[config.mk]
export PLATFORM = sky130hd
export DESIGN_NAME = waveform_modulation_control
export DESIGN_NICKNAME = d
export VERILOG_FILES = /design/src/waveform_modulation_control.v
export VERILOG_INCLUDE_DIRS = /design/src
export SDC_FILE = /design/constraint.sdc
export NUM_CORES = 2
export LEC_CHECK = 0
export BUFFER_PORTS_ARGS = -buffer_cell sky130_fd_sc_hd__buf_2
export CAP_MARGIN = 15
export CORE_MARGIN = 2
export CORE_UTILIZATION = 41
export CTS_CLUSTER_DIAMETER = 80
export DETAILED_ROUTE_END_ITERATION = 10
export HOLD_SLACK_MARGIN = 0.02
export PLACE_DENSITY = 0.59
export SLEW_MARGIN = 40
export SYNTH_ARGS = -nofsm -noshare
export SYNTH_HDL_FRONTEND = slang
export SYNTH_SLANG_ARGS = --single-unit
[constraint.sdc]
create_clock -name clk_i -period 82.2 [get_ports clk_i]
set_input_delay 4.11 -clock clk_i [delete_from_list [all_inputs] [get_ports clk_i]]
set_output_delay 4.11 -clock clk_i [all_outputs]
set_load 0.05 [all_outputs]
[src/waveform_modulation_control_defines.vh]
`ifndef WAVEFORM_MODULATION_CONTROL_DEFINES_VH
`define WAVEFORM_MODULATION_CONTROL_DEFINES_VH

// register byte offsets
`define OFS_CONTROL       8'h00
`define OFS_SHAPE         8'h04
`define OFS_CARRIER_FREQ  8'h08
`define OFS_HOP_FREQ      8'h0c
`define OFS_DEVIATION     8'h10
`define OFS_DEPTH         8'h14
`define OFS_INT_FREQ      8'h18
`define OFS_INT_PHASE     8'h1c
`define OFS_AMPLITUDE     8'h20
`define OFS_OFFSET        8'h24
`define OFS_STATUS        8'h28

// control fields
`define CTL_TYPE_LSB      0
`define CTL_ENABLE_BIT    3
`define CTL_STOP_BIT      4
`define CTL_EXT_SRC_BIT   5
`define CTL_POL_POS_BIT   6
`define CTL_INTWAVE_LSB   7
`define CTL_RESET         32'h0000_0040

// shape fields
`define SHP_WAVE_LSB      0
`define SHP_OSC_LSB       4
`define SHP_BURST_LSB     6
`define SHP_TARGET_LSB    8

// modulation types
`define TYPE_OFF          3'h0
`define TYPE_FM           3'h1
`define TYPE_FSK          3'h2
`define TYPE_PM           3'h3
`define TYPE_PSK          3'h4
`define TYPE_AM           3'h5
`define TYPE_AMSC         3'h6
`define TYPE_OFFSET_MOD   3'h7

// output waveforms
`define WAVE_SQUARE       4'h1
`define WAVE_PULSE        4'h4
`define WAVE_NOISE        4'h5
`define WAVE_DC           4'h6
`define WAVE_ARB          4'h7
`define WAVE_PWF          4'h8

// oscillation modes, burst style, sweep targets
`define OSC_BURST         2'h1
`define OSC_SWEEP         2'h2
`define BURST_AUTO        2'h0
`define TGT_FREQ          3'h0
`define TGT_PHASE         3'h1
`define TGT_AMP           3'h2
`define TGT_OFFSET        3'h3

// internal modulation waveforms
`define IW_SQUARE         3'h1
`define IW_TRIANGLE       3'h2
`define IW_UPRAMP         3'h3
`define IW_DNRAMP         3'h4
`define IW_NOISE          3'h5

// depth full scale in percent
`define DEPTH_FULL        8'h64

`endif

[src/waveform_modulation_control.v]
`timescale 1ns/1ps
`default_nettype none
`include "waveform_modulation_control_defines.vh"

module waveform_modulation_control #(
	parameter ACC_W = 32,
	parameter VAL_W = 16
) (
	// clock and reset
	input  wire                    clk_i,
	input  wire                    rst_i,
	// wishbone slave
	input  wire                    cyc_i,
	input  wire                    stb_i,
	input  wire                    we_i,
	input  wire [7:0]              adr_i,
	input  wire [3:0]              sel_i,
	input  wire [31:0]             dat_i,
	output reg  [31:0]             dat_o,
	output reg                     ack_o,
	// modulating inputs
	input  wire                    key_trig_i,
	input  wire signed [VAL_W-1:0] ext_mod_i,
	// synthesizer controls
	output reg  [VAL_W-1:0]        phase_o,
	output reg  signed [VAL_W+1:0] amplitude_o,
	output reg  signed [VAL_W+1:0] offset_o,
	output reg                     int_mod_sync_o,
	output reg                     conflict_o,
	output reg                     mod_active_o
);

	reg  [31:0]            control_reg;
	reg  [10:0]            shape_reg;
	reg  [ACC_W-1:0]       carrier_freq_reg;
	reg  [ACC_W-1:0]       keying_alternate_frequency_reg;
	reg  [VAL_W-1:0]       deviation_reg;
	reg  [6:0]             depth_reg;
	reg  [ACC_W-1:0]       internal_mod_frequency_reg;
	reg  [VAL_W-1:0]       internal_mod_phase_reg;
	reg  [VAL_W-1:0]       amp_set_reg;
	reg  signed [VAL_W-1:0] offset_set_reg;
	reg  [ACC_W-1:0]       phase_acc_reg;
	reg  [ACC_W-1:0]       int_acc_reg;
	reg  [15:0]            lfsr_reg;
	reg  [2:0]             trig_sync_reg;
	reg                    trig_level_reg;

	wire [2:0] modulation_type_select = control_reg[`CTL_TYPE_LSB +: 3];
	wire       mod_enable = control_reg[`CTL_ENABLE_BIT];
	wire       mod_stop   = control_reg[`CTL_STOP_BIT];
	wire       pol_pos    = control_reg[`CTL_POL_POS_BIT];
	wire [3:0] wave       = shape_reg[`SHP_WAVE_LSB +: 4];
	wire [1:0] osc_mode   = shape_reg[`SHP_OSC_LSB +: 2];
	wire [1:0] burst_sty  = shape_reg[`SHP_BURST_LSB +: 2];
	wire [2:0] target     = shape_reg[`SHP_TARGET_LSB +: 3];
	wire       in_sweep   = (osc_mode == `OSC_SWEEP);
	wire       in_burst   = (osc_mode == `OSC_BURST);
	wire       keying     = (modulation_type_select == `TYPE_FSK) ||
	                        (modulation_type_select == `TYPE_PSK);

	// internal source is blocked during sweep
	wire ext_source = control_reg[`CTL_EXT_SRC_BIT] | in_sweep;

	// keying forces the internal square
	wire [2:0] internal_mod_waveform = keying ? `IW_SQUARE :
	                                   control_reg[`CTL_INTWAVE_LSB +: 3];

	// settings conflict check
	wire no_freq_wave = (wave == `WAVE_NOISE) || (wave == `WAVE_PULSE) ||
	                    (wave == `WAVE_DC);
	wire no_phase_wave = (wave == `WAVE_ARB) || (wave == `WAVE_PWF) ||
	                     (wave == `WAVE_NOISE) || (wave == `WAVE_DC);
	wire burst_bad = in_burst && (burst_sty != `BURST_AUTO);
	wire swp_freq  = in_sweep && (target == `TGT_FREQ);
	wire swp_phase = in_sweep && (target == `TGT_PHASE);
	wire swp_amp   = in_sweep && (target == `TGT_AMP);
	wire swp_ofs   = in_sweep && (target == `TGT_OFFSET);
	reg  conflict;

	always @*
	begin
		case (modulation_type_select)
			`TYPE_FM:   conflict = no_freq_wave | swp_freq;
			`TYPE_FSK:  conflict = no_freq_wave | burst_bad | swp_freq;
			`TYPE_PM:   conflict = no_phase_wave | swp_phase;
			`TYPE_PSK:  conflict = no_phase_wave | burst_bad | swp_phase;
			`TYPE_AM:   conflict = (wave == `WAVE_DC) | swp_amp;
			`TYPE_AMSC: conflict = (wave == `WAVE_DC) | swp_amp;
			`TYPE_OFFSET_MOD: conflict = swp_ofs;
			default:    conflict = 1'b0;
		endcase
	end

	// modulation only runs while valid; resumes as soon as valid again
	wire active = mod_enable && !mod_stop && !conflict &&
	              (modulation_type_select != `TYPE_OFF);

	// internal modulating waveform, signed full scale
	wire [VAL_W-1:0] int_ph = int_acc_reg[ACC_W-1 -: VAL_W] + internal_mod_phase_reg;
	reg  signed [VAL_W-1:0] int_val;

	always @*
	begin
		case (internal_mod_waveform)
			`IW_SQUARE:   int_val = int_ph[VAL_W-1] ? {1'b1, {(VAL_W-1){1'b0}}} :
			                                          {1'b0, {(VAL_W-1){1'b1}}};
			`IW_UPRAMP:   int_val = int_ph ^ {1'b1, {(VAL_W-1){1'b0}}};
			`IW_DNRAMP:   int_val = ~(int_ph ^ {1'b1, {(VAL_W-1){1'b0}}});
			`IW_NOISE:    int_val = lfsr_reg[VAL_W-1:0];
			default:      int_val = (int_ph[VAL_W-1] ? ~{int_ph[VAL_W-2:0], 1'b0} :
			                         {int_ph[VAL_W-2:0], 1'b0}) ^
			                        {1'b1, {(VAL_W-1){1'b0}}};
		endcase
	end

	wire signed [VAL_W-1:0] mod_val = ext_source ? ext_mod_i : int_val;

	// keying state: internal square or synchronised trigger with polarity
	wire int_key = ~int_ph[VAL_W-1];
	wire key_state = ext_source ? (trig_level_reg ~^ pol_pos) : int_key;

	// scaled deviation: full-scale input gives full deviation
	wire signed [2*VAL_W+1:0] dev_prod = mod_val * $signed({2'b00, deviation_reg});
	// full scale is 2^(VAL_W-1), so dropping VAL_W-1 bits leaves the deviation
	wire signed [VAL_W+1:0]   dev_scaled = dev_prod[2*VAL_W -: VAL_W+2];

	// depth scaling, signed signal times depth over 100
	wire signed [VAL_W+7:0] depth_prod = mod_val * $signed({1'b0, depth_reg});
	wire signed [VAL_W+7:0] depth_div = depth_prod / $signed(`DEPTH_FULL);
	wire signed [VAL_W:0]   dm = depth_div[VAL_W:0];
	wire signed [2*VAL_W+2:0] am_prod = dm * $signed({1'b0, amp_set_reg});
	wire signed [VAL_W+1:0] half_amp = $signed({3'b000, amp_set_reg[VAL_W-1:1]});
	// same scaling: full-scale signal at full depth gives the amplitude setting
	wire signed [VAL_W+1:0] am_dsb = am_prod[2*VAL_W -: VAL_W+2];

	// next phase increment, phase offset, amplitude and offset
	reg  [ACC_W-1:0] inc_next;
	reg  [VAL_W-1:0] phase_ofs_next;
	reg  signed [VAL_W+1:0] amp_next;
	reg  signed [VAL_W+1:0] ofs_next;
	wire [ACC_W-1:0] fm_shift = {{(ACC_W-VAL_W-2){dev_scaled[VAL_W+1]}}, dev_scaled};

	always @*
	begin
		inc_next = carrier_freq_reg;
		phase_ofs_next = {VAL_W{1'b0}};
		amp_next = $signed({2'b00, amp_set_reg});
		ofs_next = $signed({{2{offset_set_reg[VAL_W-1]}}, offset_set_reg});
		if ((modulation_type_select == `TYPE_AM) && !conflict)
			amp_next = half_amp;
		if (active)
		begin
			case (modulation_type_select)
				`TYPE_FM:   inc_next = carrier_freq_reg + fm_shift;
				`TYPE_FSK:  inc_next = key_state ? keying_alternate_frequency_reg :
				                       carrier_freq_reg;
				`TYPE_PM:   phase_ofs_next = dev_scaled[VAL_W-1:0];
				`TYPE_PSK:  phase_ofs_next = key_state ? deviation_reg :
				                             {VAL_W{1'b0}};
				`TYPE_AM:   amp_next = half_amp + (am_dsb >>> 1);
				`TYPE_AMSC: amp_next = am_dsb;
				`TYPE_OFFSET_MOD: ofs_next = ofs_next + dev_scaled;
				default:    inc_next = carrier_freq_reg;
			endcase
		end
	end

	// phase generation and outputs
	always @(posedge clk_i)
	begin
		if (rst_i)
		begin
			phase_acc_reg  <= {ACC_W{1'b0}};
			int_acc_reg    <= {ACC_W{1'b0}};
			lfsr_reg       <= 16'h0001;
			trig_sync_reg  <= 3'h0;
			trig_level_reg <= 1'b0;
			phase_o        <= {VAL_W{1'b0}};
			amplitude_o    <= {(VAL_W+2){1'b0}};
			offset_o       <= {(VAL_W+2){1'b0}};
			int_mod_sync_o <= 1'b0;
			conflict_o     <= 1'b0;
			mod_active_o   <= 1'b0;
		end
		else
		begin
			// only the increment changes, so phase stays continuous
			phase_acc_reg  <= phase_acc_reg + inc_next;
			int_acc_reg    <= int_acc_reg + internal_mod_frequency_reg;
			// free-running noise for the internal noise waveform
			lfsr_reg       <= {lfsr_reg[14:0], lfsr_reg[15] ^ lfsr_reg[13] ^
			                   lfsr_reg[12] ^ lfsr_reg[10]};
			trig_sync_reg  <= {trig_sync_reg[1:0], key_trig_i};
			// a new level counts once the last two stages agree
			if (trig_sync_reg[2] == trig_sync_reg[1])
				trig_level_reg <= trig_sync_reg[2];
			phase_o        <= phase_acc_reg[ACC_W-1 -: VAL_W] + phase_ofs_next;
			amplitude_o    <= amp_next;
			offset_o       <= ofs_next;
			int_mod_sync_o <= int_key;
			conflict_o     <= mod_enable && conflict;
			mod_active_o   <= active;
		end
	end

	// wishbone register access
	wire wb_req = cyc_i && stb_i && !ack_o;
	wire wb_wr  = wb_req && we_i;

	function [31:0] merge;
		input [31:0] old;
		input [31:0] data;
		input [3:0]  sel;
		integer      i;
		begin
			merge = old;
			for (i = 0; i < 4; i = i + 1)
				if (sel[i])
					merge[i*8 +: 8] = data[i*8 +: 8];
		end
	endfunction

	// merged write words, cut to each register's width
	wire [31:0] control_wr   = merge(control_reg, dat_i, sel_i);
	wire [31:0] shape_wr     = merge({21'h0, shape_reg}, dat_i, sel_i);
	wire [31:0] deviation_wr = merge({16'h0, deviation_reg}, dat_i, sel_i);
	wire [31:0] int_phase_wr = merge({16'h0, internal_mod_phase_reg}, dat_i, sel_i);
	wire [31:0] amp_wr       = merge({16'h0, amp_set_reg}, dat_i, sel_i);
	wire [31:0] offset_wr    = merge({16'h0, offset_set_reg}, dat_i, sel_i);
	// depth saturates at full scale, but only the low 7 bits of the write are compared, so larger values wrap
	wire [6:0]  depth_wr     = (dat_i[6:0] > `DEPTH_FULL) ? 7'h64 : dat_i[6:0];

	always @(posedge clk_i)
	begin
		if (rst_i)
		begin
			control_reg                    <= `CTL_RESET;
			shape_reg                      <= 11'h000;
			carrier_freq_reg               <= {ACC_W{1'b0}};
			keying_alternate_frequency_reg <= {ACC_W{1'b0}};
			deviation_reg                  <= {VAL_W{1'b0}};
			depth_reg                      <= 7'h00;
			internal_mod_frequency_reg     <= {ACC_W{1'b0}};
			internal_mod_phase_reg         <= {VAL_W{1'b0}};
			amp_set_reg                    <= {VAL_W{1'b0}};
			offset_set_reg                 <= {VAL_W{1'b0}};
		end
		else if (wb_wr)
		begin
			case (adr_i)
				`OFS_CONTROL:
					control_reg <= control_wr & 32'h0000_03ff;
				`OFS_SHAPE:
					shape_reg <= shape_wr[10:0];
				`OFS_CARRIER_FREQ:
					carrier_freq_reg <= merge(carrier_freq_reg, dat_i, sel_i);
				`OFS_HOP_FREQ:
					keying_alternate_frequency_reg <=
						merge(keying_alternate_frequency_reg, dat_i, sel_i);
				`OFS_DEVIATION:
					deviation_reg <= deviation_wr[VAL_W-1:0];
				`OFS_DEPTH:
				begin
					if (sel_i[0])
						depth_reg <= depth_wr;
				end
				`OFS_INT_FREQ:
					internal_mod_frequency_reg <= merge(internal_mod_frequency_reg, dat_i, sel_i);
				`OFS_INT_PHASE:
					internal_mod_phase_reg <=
						int_phase_wr[VAL_W-1:0];
				`OFS_AMPLITUDE:
					amp_set_reg <= amp_wr[VAL_W-1:0];
				`OFS_OFFSET:
					offset_set_reg <= offset_wr[VAL_W-1:0];
				default:
					control_reg <= control_reg;
			endcase
		end
	end

	reg [31:0] rd_next;

	always @*
	begin
		case (adr_i)
			`OFS_CONTROL:      rd_next = {22'h0, control_reg[9:0]};
			`OFS_SHAPE:        rd_next = {21'h0, shape_reg};
			`OFS_CARRIER_FREQ: rd_next = carrier_freq_reg;
			`OFS_HOP_FREQ:     rd_next = keying_alternate_frequency_reg;
			`OFS_DEVIATION:    rd_next = {16'h0, deviation_reg};
			`OFS_DEPTH:        rd_next = {25'h0, depth_reg};
			`OFS_INT_FREQ:     rd_next = internal_mod_frequency_reg;
			`OFS_INT_PHASE:    rd_next = {16'h0, internal_mod_phase_reg};
			`OFS_AMPLITUDE:    rd_next = {16'h0, amp_set_reg};
			`OFS_OFFSET:       rd_next = {16'h0, offset_set_reg};
			`OFS_STATUS:       rd_next = {26'h0, internal_mod_waveform, key_state,
			                              conflict_o, mod_active_o};
			default:           rd_next = 32'h0000_0000;
		endcase
	end

	always @(posedge clk_i)
	begin
		if (rst_i)
		begin
			ack_o <= 1'b0;
			dat_o <= 32'h0000_0000;
		end
		else
		begin
			ack_o <= wb_req;
			dat_o <= wb_req ? rd_next : 32'h0000_0000;
		end
	end

endmodule // waveform_modulation_control
`default_nettype wire

## Word-level counts from Yosys, hierarchy flattened

Index checks and enable logic that the tools add are counted.

| operators by class | value |
|---|---|
| add/subtract/negate cells | 7 |
| multipliers | 3 |
| divide/modulo/power cells | 1 |
| order comparisons | 1 |
| equality and inequality tests | 32 |
| multiplexer cells | 20 |
| bitwise logic cells | 17 |
| reduce and logical (&&, ||, !) cells | 53 |

Operators with widths:

| kind | number |
|---|---|
| $pmux 32 s11 | 1 |
| $add 32x32->32 | 3 |
| $mux 16 | 6 |
| $reduce_and 3->1 | 25 |
| $mux 32 | 2 |
| $pmux 16 s4 | 1 |
| $pmux 32 s2 | 1 |
| $mux 18 | 3 |
| $pmux 18 s2 | 1 |
| $mul 16x17->33 | 1 |
| $mul 17x17->33 | 1 |
| $add 16x16->16 | 2 |
| $eq 8x5->1 const B | 4 |
| $not 16->16 | 2 |
| $pmux 16 s2 | 1 |
| $div 24x8->24 const B | 1 |
| $eq 8x6->1 const B | 3 |
| $mul 16x8->24 | 1 |
| $add 16x17->18 | 1 |
| $add 16x18->18 | 1 |
| $eq 3x3->1 const B | 6 |
| $eq 4x3->1 const B | 4 |
| $eq 8x4->1 const B | 2 |
| $eq 3x2->1 const B | 5 |
| 23 further kinds | 56 |

| word-level totals | value |
|---|---|
| register bits | 360 |
| input port bits | 66 |
| output and inout bits | 88 |
| word-level logic and storage cells | 172 |

## Longest topological paths before layout

| logic depth | value |
|---|---|
| depth in word-level cells | 12 |
| mapped depth | 144 |
| depth with buffers taken out | 131 |

## Worst setup path after synthesis

No wires, ideal clock.

| timing path | value |
|---|---|
| kind | input -> register |
| start | input ext_mod_i[6] |
| end | register amplitude_o[15] |
| setup time | 0.128 ns |
| arrival | 27.808 ns |
| data required time | 82.072 ns |
| path slack | 54.265 ns |
| stages | 110 |
| buffers on the path | 8 |
| cells stage by stage | nand2_1 -> o21ai_0 -> clkbuf_1 -> nand2_1 -> fa_1 -> inv_1 -> fa_1 -> fa_1 -> inv_1 -> fa_1 -> inv_1 -> ha_1 -> buf_2 -> and4_1 -> a21boi_2 -> mux2i_1 -> or4b_1 -> a2111oi_4 -> [... 74 more ...] -> o21a_1 -> o21a_1 -> o21a_1 -> o21a_1 -> o21a_1 -> o21a_1 -> o21a_1 -> o21a_1 -> o21a_1 -> nor2_1 -> ha_1 -> nor2b_1 -> o21a_1 -> or3_1 -> a32oi_1 -> nor2_1 -> a21oi_1 -> nor2_1 |

| on the way | value |
|---|---|
| longest elaborated chain between the ends | 7 |

RTL lines:

| what | line | text |
|---|---|---|
| from (decl) | waveform_modulation_control.v:23 | `input wire signed [VAL_W-1:0] ext_mod_i,` |
| $mux 16 (*) | waveform_modulation_control.v:117 | `wire signed [VAL_W-1:0] mod_val = ext_source ? ext_mod_i : int_val;` |
| $mul 16x8->24 (*) | waveform_modulation_control.v:129 | `wire signed [VAL_W+7:0] depth_prod = mod_val * $signed({1'b0, depth_reg});` |
| $div 24x8->24 (*) | waveform_modulation_control.v:130 | `` wire signed [VAL_W+7:0] depth_div = depth_prod / $signed(`DEPTH_FULL); `` |
| $mul 17x17->33 (*) | waveform_modulation_control.v:132 | `wire signed [2*VAL_W+2:0] am_prod = dm * $signed({1'b0, amp_set_reg});` |
| $add 16x17->18 | waveform_modulation_control.v:161 | `` `TYPE_AM: amp_next = half_amp + (am_dsb >>> 1); `` |
| $pmux 18 s2 (*) | waveform_modulation_control.v:154 | `case (modulation_type_select)` |
| $mux 18 (*) | waveform_modulation_control.v:152 | `if (active)` |
| to (signal assigned) | waveform_modulation_control.v:180 | `amplitude_o <= {(VAL_W+2){1'b0}};` |
| to (signal assigned) | waveform_modulation_control.v:199 | `amplitude_o <= amp_next;` |
| to (decl) | waveform_modulation_control.v:26 | `output reg signed [VAL_W+1:0] amplitude_o,` |

Every way passes the cells marked *; elsewhere a longest branch is shown, timed or not.
A chain may end at the register's enable or synchronous reset.

## Worst setup path after layout

| timing path | value |
|---|---|
| start | register int_acc_reg[16] |
| end | register amplitude_o[15] |

| on the way | value |
|---|---|
| longest elaborated chain between the ends | 12 |
| elaborated cells between the ends (all ways) | 15 |
| classes of those cells | add/sub (2); mul (2); div (1); mux (6); bitwise (4) |

RTL lines:

| what | line | text |
|---|---|---|
| from (decl) | waveform_modulation_control.v:44 | `reg [ACC_W-1:0] int_acc_reg;` |
| from (signal assigned) | waveform_modulation_control.v:175 | `int_acc_reg <= {ACC_W{1'b0}};` |
| from (signal assigned) | waveform_modulation_control.v:190 | `int_acc_reg <= int_acc_reg + internal_mod_frequency_reg;` |
| $add 16x16->16 (*) | waveform_modulation_control.v:100 | `wire [VAL_W-1:0] int_ph = int_acc_reg[ACC_W-1 -: VAL_W] + internal_mod_phase_reg;` |
| $not 16->16 | waveform_modulation_control.v:111 | `default: int_val = (int_ph[VAL_W-1] ? ~{int_ph[VAL_W-2:0], 1'b0} :` |
| $mux 16 | waveform_modulation_control.v:111 |  |
| $not 1->1 (no source line) | - |  |
| $pmux 16 s4 (*) | waveform_modulation_control.v:105 | `case (internal_mod_waveform)` |
| $mux 16 (*) | waveform_modulation_control.v:117 |  |
| $mul 16x8->24 (*) | waveform_modulation_control.v:129 |  |
| $div 24x8->24 (*) | waveform_modulation_control.v:130 |  |
| $mul 17x17->33 (*) | waveform_modulation_control.v:132 |  |
| $add 16x17->18 | waveform_modulation_control.v:161 |  |
| $pmux 18 s2 (*) | waveform_modulation_control.v:154 |  |
| $mux 18 (*) | waveform_modulation_control.v:152 |  |

Marks and branches as above.

==> flow_metrics.py <==
metrics = {
    "setup_path": {
        "worst_setup_path_end_kind": "flip-flop",
        "timing.critical_path.slowest_cell_delay_ns": 0.62,
        "regToRegStartpoint": "int_acc_reg[16]$_SDFF_PP0_",
        "setup.worst_path.start_class": "flip-flop",
        "worst-endpoint-required_ns": 82.64,
        "reg2reg_slack_ns": 50.86,
        "worstPathArrival_ns": 31.78,
        "cpMostUsedCell": "sky130_fd_sc_hd__o21a_1",
        "crit_path_max_fanout": 44,
        "timing.reg2reg.worst_path_depth": 123,
        "critPathSlowestCell": "sky130_fd_sc_hd__a211oi_1",
        "crit_reg_reg_endpoint": "amplitude_o[15]$_SDFF_PP0_",
        "worstSetupPathType": "reg -> reg",
    },
    "floorplanning": {
        "floorplan.die.height_um": 346,
        "core_area_um2": 116000,
        "floorplan.die_area_um2": 120000,
        "die_w_um": 346,
        "num_io_pins": 154,
        "initial_utilization": 0.413,
        "core.rowCount": 125,
    },
    "logic_synthesis": {
        "post_synth_main_area_contributors": "sky130_fd_sc_hd__fa_1 23%, sky130_fd_sc_hd__dfxtp_1 15%, sky130_fd_sc_hd__ha_1 11%, sky130_fd_sc_hd__inv_1 6.2%, sky130_fd_sc_hd__nand2_1 5.4%",
        "synth-warning-count": 0,
        "post_synth_edffs": 0,
        "yosysUniqueCellTypes": 127,
        "synth_async_sr_flop_share": 0,
        "synthDominantCellAreaShare": 0.233,
        "area_of_the_mapped_netlist_um2": 47900,
        "synth.cells.most_frequent": "793 x sky130_fd_sc_hd__inv_1, 684 x sky130_fd_sc_hd__nand2_1, 558 x sky130_fd_sc_hd__fa_1",
        "yosys.cell_count.top_type": "sky130_fd_sc_hd__inv_1",
        "synth-seq-cells": 360,
        "synth-seq-area-share": 0.150,
        "synth_cells": 5852,
        "postSynthNetCount": 6885,
        "synth_top_area_cell": "sky130_fd_sc_hd__fa_1",
        "synth_top_flop_cell": "sky130_fd_sc_hd__dfxtp_1",
        "syn_avg_cell_area_um2": 8.19,
    },
    "global_route": {
        "grt_max_degree": 169,
        "antenna_violations_before_repair": 22,
        "first_global_vias": 40900,
        "grt.total_usage": 0.243,
        "globalRoute.totalOverflow": 0,
        "grt_pass1_wl_um": 233000,
    },
    "drt": {
        "routed_wirelength_um": 146000,
        "firstDrtPassIters": 7,
        "drc_violations": 0,
        "wl_per_cell_um": 19.8,
        "via_count": 41000,
        "routed_via_density": 5.56,
        "ant_nets": 0,
        "drt_first_iter_violations": 3300,
    },
    "cts": {
        "htree_num_levels": 2,
        "tritoncts": "done",
        "clk_path_buf_depth": 3,
        "cts.clk_slew.worst_paths_ns": 0.06,
        "clock_insertion_delay_worst_skew_ns": 0.61,
        "post_cts_resize_count": 0,
        "cts-root-buf": "sky130_fd_sc_hd__clkbuf_16",
        "cts_inserted_buffers": 41,
        "post_cts.repair.setup_buffers": 0,
        "tritoncts_num_sinks": 360,
        "cts_hold_buf": 0,
    },
    "timing": {
        "final.setup_skew_ns": 0.0417,
        "hold-worst-slack_ns": 0.460,
        "slew_worst_pin_ns": 0.921,
        "max-slew-margin-rel": 0.386,
        "period_needed_ns": 31.34,
        "setup-tns-final_ns": 0,
        "fmax_ghz": 0.0319,
        "hold_viol_final": 0,
        "grt_setup_unrepaired": "false",
        "final_max_slew_viol_count": 0,
        "final.period_utilization": 0.381,
        "setup_viol": 0,
    },
    "final_layout": {
        "layout-area-overhead-vs-synth_pct": 8.00,
        "layout-drive-gt1-share": 0.0784,
        "final_nets": 6845,
    },
    "placed_design": {
        "detailed_placer_s_ending_hpwl_um": 113000,
        "gpl.final_weighted_congestion": 0.908,
        "number_of_buffer_cells_added_on_primary_ports": 153,
    },
    "hold_path": {
        "min_path_type": "reg -> reg",
        "hold-path-endpoint": "lfsr_reg[12]$_SDFF_PP0_",
        "cell_depth_of_the_worst_min_delay_path": 1,
        "timing.hold.worst.start": "lfsr_reg[11]$_SDFF_PP0_",
    },
    "power_and_ir_drop": {
        "cellLeakagePower_nw": 23.9,
        "peak_supply_drop_mv": 0.0160,
        "power.density_nw_per_um2": 7.63,
    },
    "flow_run": {
        "cap_violations": 0,
    },
    "status": {
        "status": "finished clean",
    },
}
==> placed cells by master (no fill, tap or decap), types with 18 or more instances in the layout <==
cell type / n
sky130_fd_sc_hd__nor2_1: 259
sky130_fd_sc_hd__nor3b_1: 21
sky130_fd_sc_hd__o21ai_0: 134
sky130_fd_sc_hd__buf_4: 87
sky130_fd_sc_hd__buf_2: 153
sky130_fd_sc_hd__nor3_1: 57
sky130_fd_sc_hd__clkbuf_16: 41
sky130_fd_sc_hd__o211ai_1: 28
sky130_fd_sc_hd__o22ai_1: 26
sky130_fd_sc_hd__or2_2: 23
sky130_fd_sc_hd__or3_1: 23
sky130_fd_sc_hd__mux2i_1: 37
sky130_fd_sc_hd__a222oi_1: 33
sky130_fd_sc_hd__o21ai_1: 42
sky130_fd_sc_hd__fa_1: 558
sky130_fd_sc_hd__nand3_1: 242
sky130_fd_sc_hd__nor2b_1: 76
sky130_fd_sc_hd__xor2_1: 59
sky130_fd_sc_hd__a211oi_1: 21
sky130_fd_sc_hd__o21bai_1: 90
sky130_fd_sc_hd__a21oi_1: 414
sky130_fd_sc_hd__ha_1: 409
sky130_fd_sc_hd__and3_1: 70
sky130_fd_sc_hd__a21o_1: 73
sky130_fd_sc_hd__a31oi_1: 42
sky130_fd_sc_hd__nand2_1: 684
sky130_fd_sc_hd__o21a_1: 32
sky130_fd_sc_hd__inv_1: 793
sky130_fd_sc_hd__and2_1: 275
sky130_fd_sc_hd__dfxtp_1: 359
sky130_fd_sc_hd__a221oi_1: 18
sky130_fd_sc_hd__xnor2_1: 192
sky130_fd_sc_hd__a22oi_1: 84
sky130_fd_sc_hd__nand2b_1: 40
==> through the flow <==
| stage | cell area [um2] | power, mW | worst slack (ns) | std cells | util |
|---|---|---|---|---|---|
| floorplan | 47900 | 0.189 | 54.26 | 5852 | - |
| global placement | 50100 | 0.196 | 50.13 | 7291 | 0.431 |
| detailed placement | 50200 | 0.196 | 49.82 | 7292 | 0.433 |
| CTS | 51700 | 0.399 | 50.35 | 7363 | 0.445 |
| global route | 51700 | 0.406 | 48.53 | 7365 | 0.446 |
| finish | 51700 | 0.395 | 50.86 | 7369 | 0.446 |
==> worst max-delay path: cells and delay by family, from the launching register on <==
family / cells / cell delay (ns)
buffers and inverters: 9 / 1.52
adder cells (fa/ha/maj): 16 / 6.25
AND/OR/NAND/NOR: 28 / 5.92
XOR/XNOR: 6 / 1.93
AO/OA/AOI/OAI: 60 / 13.61
flip-flops: 1 / 0.42
multiplexers: 4 / 1.41
==> report_power, final <==
group	total [mW]	internal, mW	switching, mW
Clock	0.202	0.119	0.0831
Combinational	0.0176	0.00484	0.0128
Sequential	0.175	0.175	0.000179
==> final cells by class <==
class	count	area, um2
antenna	5	12.5
clock buffer	51	1140
clock inverter	20	334
fill	11600	64300
inverter	794	2980
multi-input combinational	4372	36700
sequential	360	7210
tap	1524	1910
timing repair buffer	243	1480
==> per-layer routing <==
metal  part of all wire  global-route usage  routed length, um  vias to the layer above
li1                   -                   -                  -                    19300
met1               0.44               0.333              63800                    20100
met2               0.46               0.394              66900                     1323
met3              0.076              0.0428              11100                      218
met4              0.028              0.0656               4160                       20
met5            0.00079                   0                115                        -
==> logic make-up (layout without fill, tap and decap cells) <==
kind of cell	Yosys count	in the layout	share of synthesized area
other	0	5	0
flip-flops	360	360	0.150
multiplexers	54	54	0.0125
AND/OR/NAND/NOR	1863	1863	0.190
XOR/XNOR	265	265	0.0489
AO/OA/AOI/OAI	1220	1220	0.169
buffers and inverters	1120	1108	0.0891
adder cells (fa/ha/maj)	970	970	0.341
==> worst max-delay path by stage <==
stage / from / endpoint / slack (ns) / depth (start not counted)
2_1_floorplan: ext_mod_i[6] / amplitude_o[15]$_SDFF_PP0_ / 54.26 / 110
3_3_place_gp: ext_mod_i[2] / amplitude_o[15]$_SDFF_PP0_ / 50.13 / 101
3_5_place_dp: ext_mod_i[1] / amplitude_o[15]$_SDFF_PP0_ / 49.82 / 103
4_1_cts: int_acc_reg[16]$_SDFF_PP0_ / amplitude_o[15]$_SDFF_PP0_ / 50.35 / 123
5_1_grt: int_acc_reg[16]$_SDFF_PP0_ / amplitude_o[15]$_SDFF_PP0_ / 48.53 / 122
6_report: int_acc_reg[16]$_SDFF_PP0_ / amplitude_o[15]$_SDFF_PP0_ / 50.86 / 123
No activity file was read; power rests on OpenSTA's default activity.
